==> src/hw/tlc_pkg.sv <==
package tlc_pkg;

   // ==========================================================
   // Register indices (byte address = index * 4)
   localparam logic [7:0] IDX_COLL_POS   = 8'h20;
   localparam logic [7:0] IDX_TGT_STATE  = 8'h21;
   localparam logic [7:0] IDX_TXLEN_HI   = 8'h22;
   localparam logic [7:0] IDX_TXLEN_LO   = 8'h23;
   localparam logic [7:0] IDX_CTRL       = 8'h30;
   localparam logic [7:0] IDX_IRQ_STAT   = 8'h31;
   localparam logic [7:0] IDX_IRQ_MASK   = 8'h32;

   // ==========================================================
   // Field positions and reset values
   localparam int         TXLO_BITS_LSB  = 0;
   localparam int         TXLO_BYTES_LSB = 3;
   localparam int         CTRL_ANCTL_BIT = 0;
   localparam logic [7:0] TXLEN_RST      = 8'h00;
   localparam logic [7:0] CTRL_RST       = 8'h00;
   localparam logic [2:0] IRQ_RST        = 3'h0;

   // Interrupt status bits
   localparam int IRQ_N       = 3;
   localparam int IRQ_COLL    = 0;
   localparam int IRQ_PAR     = 1;
   localparam int IRQ_ACTIVE  = 2;

   // ==========================================================
   // Passive target state codes
   localparam logic [3:0] PT_POWER_OFF  = 4'h0;
   localparam logic [3:0] PT_IDLE       = 4'h1;
   localparam logic [3:0] PT_READY_L1   = 4'h2;
   localparam logic [3:0] PT_READY_L2   = 4'h3;
   localparam logic [3:0] PT_RSVD_A     = 4'h4;
   localparam logic [3:0] PT_ACTIVE     = 4'h5;
   localparam logic [3:0] PT_READY_L2S  = 4'hB;
   localparam logic [3:0] PT_RSVD_B     = 4'hC;
   localparam logic [3:0] PT_ACTIVE_S   = 4'hD;

   // ==========================================================
   // Protocol modes and direct commands
   typedef enum logic [1:0] {
      TLC_PROTO_A,
      TLC_PROTO_B,
      TLC_PROTO_OTHER
   } tlc_proto_t;

   typedef enum logic [1:0] {
      TLC_CMD_REQA,
      TLC_CMD_WUPA,
      TLC_CMD_TX_NOCRC,
      TLC_CMD_TX_CRC
   } tlc_cmd_t;

   // ==========================================================
   // Carriers
   typedef struct packed {
      logic       done;      // End of reception strobe
      logic       anticoll;  // Frame was an anticollision command
      logic       collided;  // A collision was seen
      logic [3:0] nbytes;    // Full bytes before collision
      logic [2:0] nbits;     // Bits before collision
      logic       in_parity; // First collision in a parity bit
   } tlc_rx_rep_t;

   typedef struct packed {
      logic     valid;
      tlc_cmd_t cmd;
   } tlc_cmd_req_t;

   typedef struct packed {
      logic        start;       // One-cycle start of a transmission
      logic [12:0] nbytes;      // Full bytes
      logic [2:0]  nbits;       // Trailing bits, LSB first
      logic [7:0]  last_mask;   // Valid bits of the partial byte
      logic        no_parity;   // Partial byte sent without parity
   } tlc_tx_job_t;

endpackage

==> src/hw/tlc_sticky.sv <==
`timescale 1ns/1ns
module tlc_sticky
   import tlc_pkg::*;
#(
   parameter int W = 1
) (
   // Clock and reset
   input  wire logic         pclk,
   input  wire logic         presetn,
   // Events and write-one-to-clear
   input  wire logic [W-1:0] set_i,
   input  wire logic [W-1:0] clr_i,
   // State
   output logic      [W-1:0] flag_q
);

   // Set beats clear so a same-cycle event is never lost
   always_ff @(posedge pclk or negedge presetn) begin
      if (!presetn) begin
         flag_q <= '0;
      end else begin
         flag_q <= set_i | (flag_q & ~clr_i);
      end
   end

endmodule

==> src/hw/tlc_regs.sv <==
// Functional notes
// - After an anticollision reception with a collision, bits 7:4 hold the full byte count.
// - Bits 3:1 hold the number of bits of the colliding byte received before the collision.
// - Bit 0 is set when the first collision is in a parity bit and cleared without collision.
// - Only anticollision frames update the collision position; longer messages leave it.
// - The passive target state is shown as a 4-bit code with two reserved codes.
// - In the active or active-star state automatic answers stop and software handles all.
// - The 13-bit byte count is split as 8 high bits and 5 low bits in bits 7:3.
// - Bits 2:0 of the low length register give the trailing bits; zero means full bytes.
// - Trailing bits are sent starting from the least significant bit.
// - An ISO-A split-byte anticollision frame sends its partial byte without parity.
// - REQA or WUPA with anticollision set, card idle and trailing bits raises parity error.
// - Short frames go out only for ISO-A or ISO-B under the transmit-without-CRC command.
//
// Register access over APB is this design's own decision.
`timescale 1ns/1ns
module tlc_regs
   import tlc_pkg::*;
(
   // Clock and reset
   input  wire logic         pclk,
   input  wire logic         presetn,
   // APB slave
   input  wire logic         psel,
   input  wire logic         penable,
   input  wire logic         pwrite,
   input  wire logic [9:0]   paddr,
   input  wire logic [31:0]  pwdata,
   output logic      [31:0]  prdata,
   output logic              pready,
   output logic              pslverr,
   // Receive framer report
   input  wire tlc_rx_rep_t  rx_rep,
   // Passive target machine
   input  wire logic [3:0]   pt_state,
   output logic              pt_auto_answer,
   // Direct command and protocol
   input  wire tlc_cmd_req_t cmd_req,
   input  wire tlc_proto_t   proto,
   output tlc_tx_job_t       tx_job,
   // Events
   output logic              par_err_pulse,
   output logic              irq
);

   // ==========================================================
   // Storage
   logic [7:0]       coll_pos_q;
   logic [3:0]       pt_state_q;
   logic [7:0]       txlen_hi_q;
   logic [7:0]       txlen_lo_q;
   logic [7:0]       ctrl_q;
   logic [IRQ_N-1:0] irq_mask_q;
   logic [IRQ_N-1:0] irq_stat;
   logic [IRQ_N-1:0] irq_set;
   logic [IRQ_N-1:0] irq_clr;
   logic [31:0]      prdata_q;
   logic             pready_q;
   logic             pslverr_q;
   logic             irq_q;
   logic             par_err_q;
   logic             auto_q;
   tlc_tx_job_t      tx_job_q;

   // ==========================================================
   // APB decode
   logic [7:0] idx;
   logic       aligned;
   logic       setup;
   logic       wr_en;
   logic       mapped;
   logic [7:0] wbyte;

   assign idx     = paddr[9:2];
   assign aligned = (paddr[1:0] == 2'h0);
   assign setup   = psel && !penable && !pready_q;
   assign wr_en   = psel && penable && pready_q && pwrite && !pslverr_q;
   assign wbyte   = pwdata[7:0];

   always_comb begin
      unique case (idx)
         IDX_COLL_POS, IDX_TGT_STATE, IDX_TXLEN_HI, IDX_TXLEN_LO,
         IDX_CTRL, IDX_IRQ_STAT, IDX_IRQ_MASK: mapped = aligned;
         default:                               mapped = 1'b0;
      endcase
   end

   logic [7:0] rd_val;
   always_comb begin
      rd_val = 8'h00;
      unique case (idx)
         IDX_COLL_POS:  rd_val = coll_pos_q;
         IDX_TGT_STATE: rd_val = {4'h0, pt_state_q};
         IDX_TXLEN_HI:  rd_val = txlen_hi_q;
         IDX_TXLEN_LO:  rd_val = txlen_lo_q;
         IDX_CTRL:      rd_val = ctrl_q;
         IDX_IRQ_STAT:  rd_val = {5'h00, irq_stat};
         IDX_IRQ_MASK:  rd_val = {5'h00, irq_mask_q};
         default:       rd_val = 8'h00;
      endcase
   end

   // ==========================================================
   // Bus answer: no wait state, data with pready in the first access cycle
   always_ff @(posedge pclk or negedge presetn) begin
      if (!presetn) begin
         pready_q  <= 1'b0;
         pslverr_q <= 1'b0;
         prdata_q  <= 32'h0000_0000;
      end else begin
         pready_q  <= setup;
         pslverr_q <= setup && !mapped;
         if (setup) begin
            prdata_q <= (mapped && !pwrite) ? {24'h00_0000, rd_val} : 32'h0000_0000;
         end
      end
   end

   // ==========================================================
   // Writable registers; read-only ones take no write
   always_ff @(posedge pclk or negedge presetn) begin
      if (!presetn) begin
         txlen_hi_q <= TXLEN_RST;
         txlen_lo_q <= TXLEN_RST;
         ctrl_q     <= CTRL_RST;
         irq_mask_q <= IRQ_RST;
      end else if (wr_en) begin
         unique case (idx)
            IDX_TXLEN_HI: txlen_hi_q <= wbyte;
            IDX_TXLEN_LO: txlen_lo_q <= wbyte;
            IDX_CTRL:     ctrl_q     <= {7'h00, wbyte[CTRL_ANCTL_BIT]};
            IDX_IRQ_MASK: irq_mask_q <= wbyte[IRQ_N-1:0];
            default:      ctrl_q     <= ctrl_q;
         endcase
      end
   end

   // ==========================================================
   // Collision capture
   always_ff @(posedge pclk or negedge presetn) begin
      if (!presetn) begin
         coll_pos_q <= 8'h00;
      end else if (rx_rep.done && rx_rep.anticoll) begin
         if (rx_rep.collided) begin
            coll_pos_q <= {rx_rep.nbytes, rx_rep.nbits, rx_rep.in_parity};
         end else begin
            coll_pos_q <= 8'h00;
         end
      end
   end

   // ==========================================================
   // Passive target state view and automatic answer gate
   logic pt_is_active;
   assign pt_is_active = (pt_state == PT_ACTIVE) || (pt_state == PT_ACTIVE_S);

   always_ff @(posedge pclk or negedge presetn) begin
      if (!presetn) begin
         pt_state_q <= PT_POWER_OFF;
         auto_q     <= 1'b0;
      end else begin
         pt_state_q <= pt_state;
         auto_q     <= !pt_is_active && (pt_state != PT_POWER_OFF);
      end
   end

   // ==========================================================
   // Transmit job
   logic [2:0] nbtx;
   logic       short_ok;
   logic       is_reqwup;
   assign nbtx      = txlen_lo_q[TXLO_BITS_LSB +: 3];
   assign is_reqwup = (cmd_req.cmd == TLC_CMD_REQA) || (cmd_req.cmd == TLC_CMD_WUPA);
   // Other protocols or commands fall back to full bytes only
   assign short_ok  = (proto != TLC_PROTO_OTHER) && (cmd_req.cmd == TLC_CMD_TX_NOCRC);

   always_ff @(posedge pclk or negedge presetn) begin
      if (!presetn) begin
         tx_job_q <= '0;
      end else begin
         tx_job_q.start <= cmd_req.valid && !is_reqwup;
         if (cmd_req.valid && !is_reqwup) begin
            tx_job_q.nbytes    <= {txlen_hi_q, txlen_lo_q[TXLO_BYTES_LSB +: 5]};
            tx_job_q.nbits     <= short_ok ? nbtx : 3'h0;
            tx_job_q.last_mask <= short_ok ? 8'((9'h001 << nbtx) - 9'h001) : 8'h00;
            tx_job_q.no_parity <= short_ok && (proto == TLC_PROTO_A) && (nbtx != 3'h0);
         end
      end
   end

   // ==========================================================
   // Parity error on a forbidden split-byte REQA or WUPA
   logic par_evt;
   assign par_evt = cmd_req.valid && is_reqwup && ctrl_q[CTRL_ANCTL_BIT] &&
                    (pt_state_q == PT_IDLE) && (nbtx != 3'h0);

   always_ff @(posedge pclk or negedge presetn) begin
      if (!presetn) begin
         par_err_q <= 1'b0;
      end else begin
         par_err_q <= par_evt;
      end
   end

   // ==========================================================
   // Interrupt status, write one to clear
   logic act_prev_q;
   always_ff @(posedge pclk or negedge presetn) begin
      if (!presetn) begin
         act_prev_q <= 1'b0;
      end else begin
         act_prev_q <= pt_is_active;
      end
   end

   always_comb begin
      irq_set             = '0;
      irq_set[IRQ_COLL]   = rx_rep.done && rx_rep.anticoll && rx_rep.collided;
      irq_set[IRQ_PAR]    = par_evt;
      irq_set[IRQ_ACTIVE] = pt_is_active && !act_prev_q;
      irq_clr             = (wr_en && idx == IDX_IRQ_STAT) ? wbyte[IRQ_N-1:0] : '0;
   end

   tlc_sticky #(.W(IRQ_N)) u_irq_stat (
      .pclk    (pclk),
      .presetn (presetn),
      .set_i   (irq_set),
      .clr_i   (irq_clr),
      .flag_q  (irq_stat)
   );

   always_ff @(posedge pclk or negedge presetn) begin
      if (!presetn) begin
         irq_q <= 1'b0;
      end else begin
         irq_q <= |((irq_set | (irq_stat & ~irq_clr)) & irq_mask_q);
      end
   end

   // ==========================================================
   // Outputs
   assign prdata         = prdata_q;
   assign pready         = pready_q;
   assign pslverr        = pslverr_q;
   assign tx_job         = tx_job_q;
   assign par_err_pulse  = par_err_q;
   assign pt_auto_answer = auto_q;
   assign irq            = irq_q;
endmodule

==> config.mk <==
export PLATFORM = sky130hd
export DESIGN_NAME = tlc_regs
export DESIGN_NICKNAME = d
export VERILOG_FILES = /design/src/hw/tlc_pkg.sv /design/src/hw/tlc_sticky.sv /design/src/hw/tlc_regs.sv
export SDC_FILE = /design/constraint.sdc
export NUM_CORES = 1
export LEC_CHECK = 0
export CAP_MARGIN = 30
export CORE_UTILIZATION = 60
export DETAILED_ROUTE_END_ITERATION = 10
export DONT_BUFFER_PORTS = 1
export GPL_TIMING_DRIVEN = 0
export PLACE_DENSITY = 0.85
export SYNTH_ARGS = -nofsm -noshare
export SYNTH_HDL_FRONTEND = slang
export SYNTH_HIERARCHICAL = 1
export SYNTH_SLANG_ARGS = --single-unit
==> constraint.sdc <==
create_clock -name pclk -period 2.2 [get_ports pclk]
set_input_delay 0.22 -clock pclk [delete_from_list [all_inputs] [get_ports pclk]]
set_output_delay 0.22 -clock pclk [all_outputs]
set_load 0.1 [all_outputs]
==> metrics.csv <==
stage;metric;value;unit
timing;rsz0062_at_grt;no;
pwr;p_clk_share;37.5;%
timing;slew_violations;0;
pwr;swShare;28.8;%
cts;cts.sinks;75;
floorplanning;initial_core_util;62.8;%
synthesis;yosys_warnings;6;
detailed_routing;drc;0;
cells_and_area;num-nets-final;403;
critical_path;cp_cell_sequence;nand4b_4, nor2_2, nand4_2, mux2_2;
critical_path;path_buf_inv;0;
pwr;ir_drop;0.409;mV
cells_and_area;stdcell_area;3960;um^2
cts;root_buffer;clkbuf_8;
critical_path;crit_family;simple AND/OR/NAND/NOR gates;
placement;place.gp.congestion;0.817;
placement;pre_cts_ws;-0.146;ns
critical_path;cp_max_fo;8;
detailed_routing;wirelength;7230;um
floorplanning;die_area;6110;um^2
synthesis;synth_cells;295;
synthesis;netlist.top_cell.by_area;dfrtp_1;
cts;clkTransAtPathRegs;0.08;ns
synthesis;yosysMostFrequentCell;dfrtp_1;
synthesis;syn_area_per_cell;11.8;um^2
timing;worst_pin_slew;0.933;ns
synthesis;synth_area;3480;um^2
timing;hold_violations;0;
worst_hold_path;hold_class;primary input to register;
detailed_routing;final_antenna_net_count;0;
critical_path;required;2.43;ns
detailed_routing;wire_per_inst;17.5;um
floorplanning;core_area;5540;um^2
global_routing;antenna_found_initial;0;
timing;period_share;94.3;%
placement;io_buffers;0;
floorplanning;die_w;78.2;um
pwr;p_leak;0.00200;uW
detailed_routing;first_pass_iters;4;
detailed_routing;via_per_inst;5.62;
pwr;p_per_area;739;nW/um^2
detailed_routing;via_count;2320;
global_routing;grt-ovfl-total;0;
cells_and_area;utilization;71.5;%
job;cap_violations;0;
global_routing;track_usage;26.3;%
placement;placed_area;3660;um^2
synthesis;synth.area.top_cells;dfrtp_1 54%, mux2_2 13%, buf_4 5.2%;
cells_and_area;antenna_cells;0;
placement;dpl.hpwl;5170;um
cts;htreeDepth;3;
synthesis;synth_seq_cells;75;
synthesis;synthTopCellsByCount;75 x dfrtp_1, 40 x nand2_1, 39 x mux2_2, 24 x buf_4, 20 x o21ai_0;
synthesis;ys_seq_area_share;53.9;%
pwr;pwr-share-comb;12.6;%
critical_path;cp_slowest_stage_delay;0.61;ns
synthesis;synth_enable_flop_cells;0;
floorplanning;ios;130;
global_routing;grt_pass1_vias;2341;
pwr;seqPwrFrac;49.9;%
timing;slew_headroom;37.8;%
synthesis;synthArstFlopShare;100;%
critical_path;cp-end-kind;register;
synthesis;yosys.area.top_type_share;53.9;%
timing;max_freq;482;MHz
cells_and_area;drive_gt1_share;28.2;%
pwr;internal_power;2090;uW
timing;period_minus_slack;2.07;ns
status;status;finished clean;
cts;post_cts_buffers;0;
cts;insertion_delay;0.34;ns
critical_path;critPathKind;register to register;
cts;cts_buffer_depth;2;
cells_and_area;syn_to_final_growth;13.9;%
global_routing;grt_max_degree;76;
detailed_routing;dr.first_iter.drc_count;139;
timing;fin_ws;0.126;ns
pwr;switching_power;845;uW
critical_path;start_kind;register;
timing;finalSetupViolations;0;
synthesis;synth_flop_cell;dfrtp_1;
cts;cts_tree;built;
synthesis;ys_types;49;
global_routing;grt_pass1_wl;12100;um
floorplanning;die_h;78.2;um
cts;cts_made_buffers;9;
floorplanning;row_count;27;
timing;skew;0.00486;ns
critical_path;worstPathArrival;2.30;ns
critical_path;cp_slowest_cell;dfrtp_2;
## flip-flops by register name (all words and copies together) (netlist names)
register and cells:
par_err_pulse 1, coll_pos_q 8, irq 1, u_irq_stat/flag_q 3, prdata 8, pt_auto_answer 1
ctrl_q 1, pready 1, txlen_hi_q 8, tx_job 26, pslverr 1, act_prev_q 1
pt_state_q 4, txlen_lo_q 8, irq_mask_q 3
## through the flow
stage               total power (uW)  instances  setup TNS (ns)  hold slack (ns)
floorplan                       1790        318               0          -0.0756
global placement                1810        390           -1.10          -0.0737
detailed placement              1810        390           -1.65          -0.0739
CTS                             2940        413               0         0.000797
global route                    3030        413               0          0.00898
finish                          2930        413               0           0.0132
## power groups by stage
| stage | Sequential (uW) | Combinational, uW | Clock [uW] |
|---|---|---|---|
| floorplan | 1480 | 305 | 0 |
| global placement | 1490 | 323 | 0 |
| detailed placement | 1490 | 326 | 0 |
| CTS | 1460 | 369 | 1110 |
| global route | 1460 | 395 | 1170 |
| finish | 1460 | 369 | 1100 |
## final timing paths
check / start / end / cells after the start / slack (ns)
hold / removal: rx_rep[2] / coll_pos_q[2] / 2 / 0.01
max in group asynchronous: presetn / pready / 2 / 1.47
setup reg to reg: pslverr / txlen_lo_q[7] / 4 / 0.13
setup / recovery: pslverr / txlen_lo_q[7] / 4 / 0.13
min in group asynchronous: presetn / tx_job[14] / 2 / 0.42
hold reg to reg: coll_pos_q[0] / coll_pos_q[0] / 2 / 0.49
## cells by family (layout without fill, tap and decap cells)
family | count (synthesis) | in the layout | share of synthesized area [%]
AND/OR/NAND/NOR | 86 | 86 | 14.8
flip-flops | 75 | 75 | 53.9
multiplexers | 45 | 45 | 15.2
AO/OA/AOI/OAI | 44 | 44 | 8.38
buffers and inverters | 44 | 67 | 7.62
other | 1 | 24 | 0.108
## placed cells by master (no fill, tap or decap), types with 2 or more instances in the layout
cell,instances
a21o_1,5
a21oi_1,2
a221oi_1,2
a22o_1,4
a22oi_1,4
a2bb2oi_1,2
a32o_1,2
and2_1,2
and3_1,2
buf_1,2
buf_2,2
buf_4,24
clkbuf_1,6
clkbuf_8,11
conb_1,24
dfrtp_1,73
dlygate4sd3_1,6
inv_1,9
mux2_2,39
mux2i_1,4
nand2_1,40
nand3_1,3
nand3b_1,4
nand4b_1,2
nor2_1,8
nor2b_1,2
nor3_1,4
nor4_4,2
o21ai_0,20
## final cells by class
cell class / instances / area, um^2
fill: 409 / 1580
clock buffer: 11 / 151
clock inverter: 5 / 60.1
buffer: 35 / 231
tap: 72 / 90.1
timing repair buffer: 7 / 87.6
multi-input combinational: 199 / 1430
sequential: 75 / 1880
inverter: 9 / 33.8
## per-layer routing
metal  share of wire (%)  track usage, %
met5                   0               0
met4                 2.0            11.5
met3                 8.0            6.86
met2                  49            42.4
met1                  41            33.6
## what timing repair did
action,in CTS,in global routing
resized for setup,1,2
hold endpoints to repair,81,0
hold buffers,7,0
endpoints found under the setup margin,19,19
No activity file was read; power rests on OpenSTA's default activity.
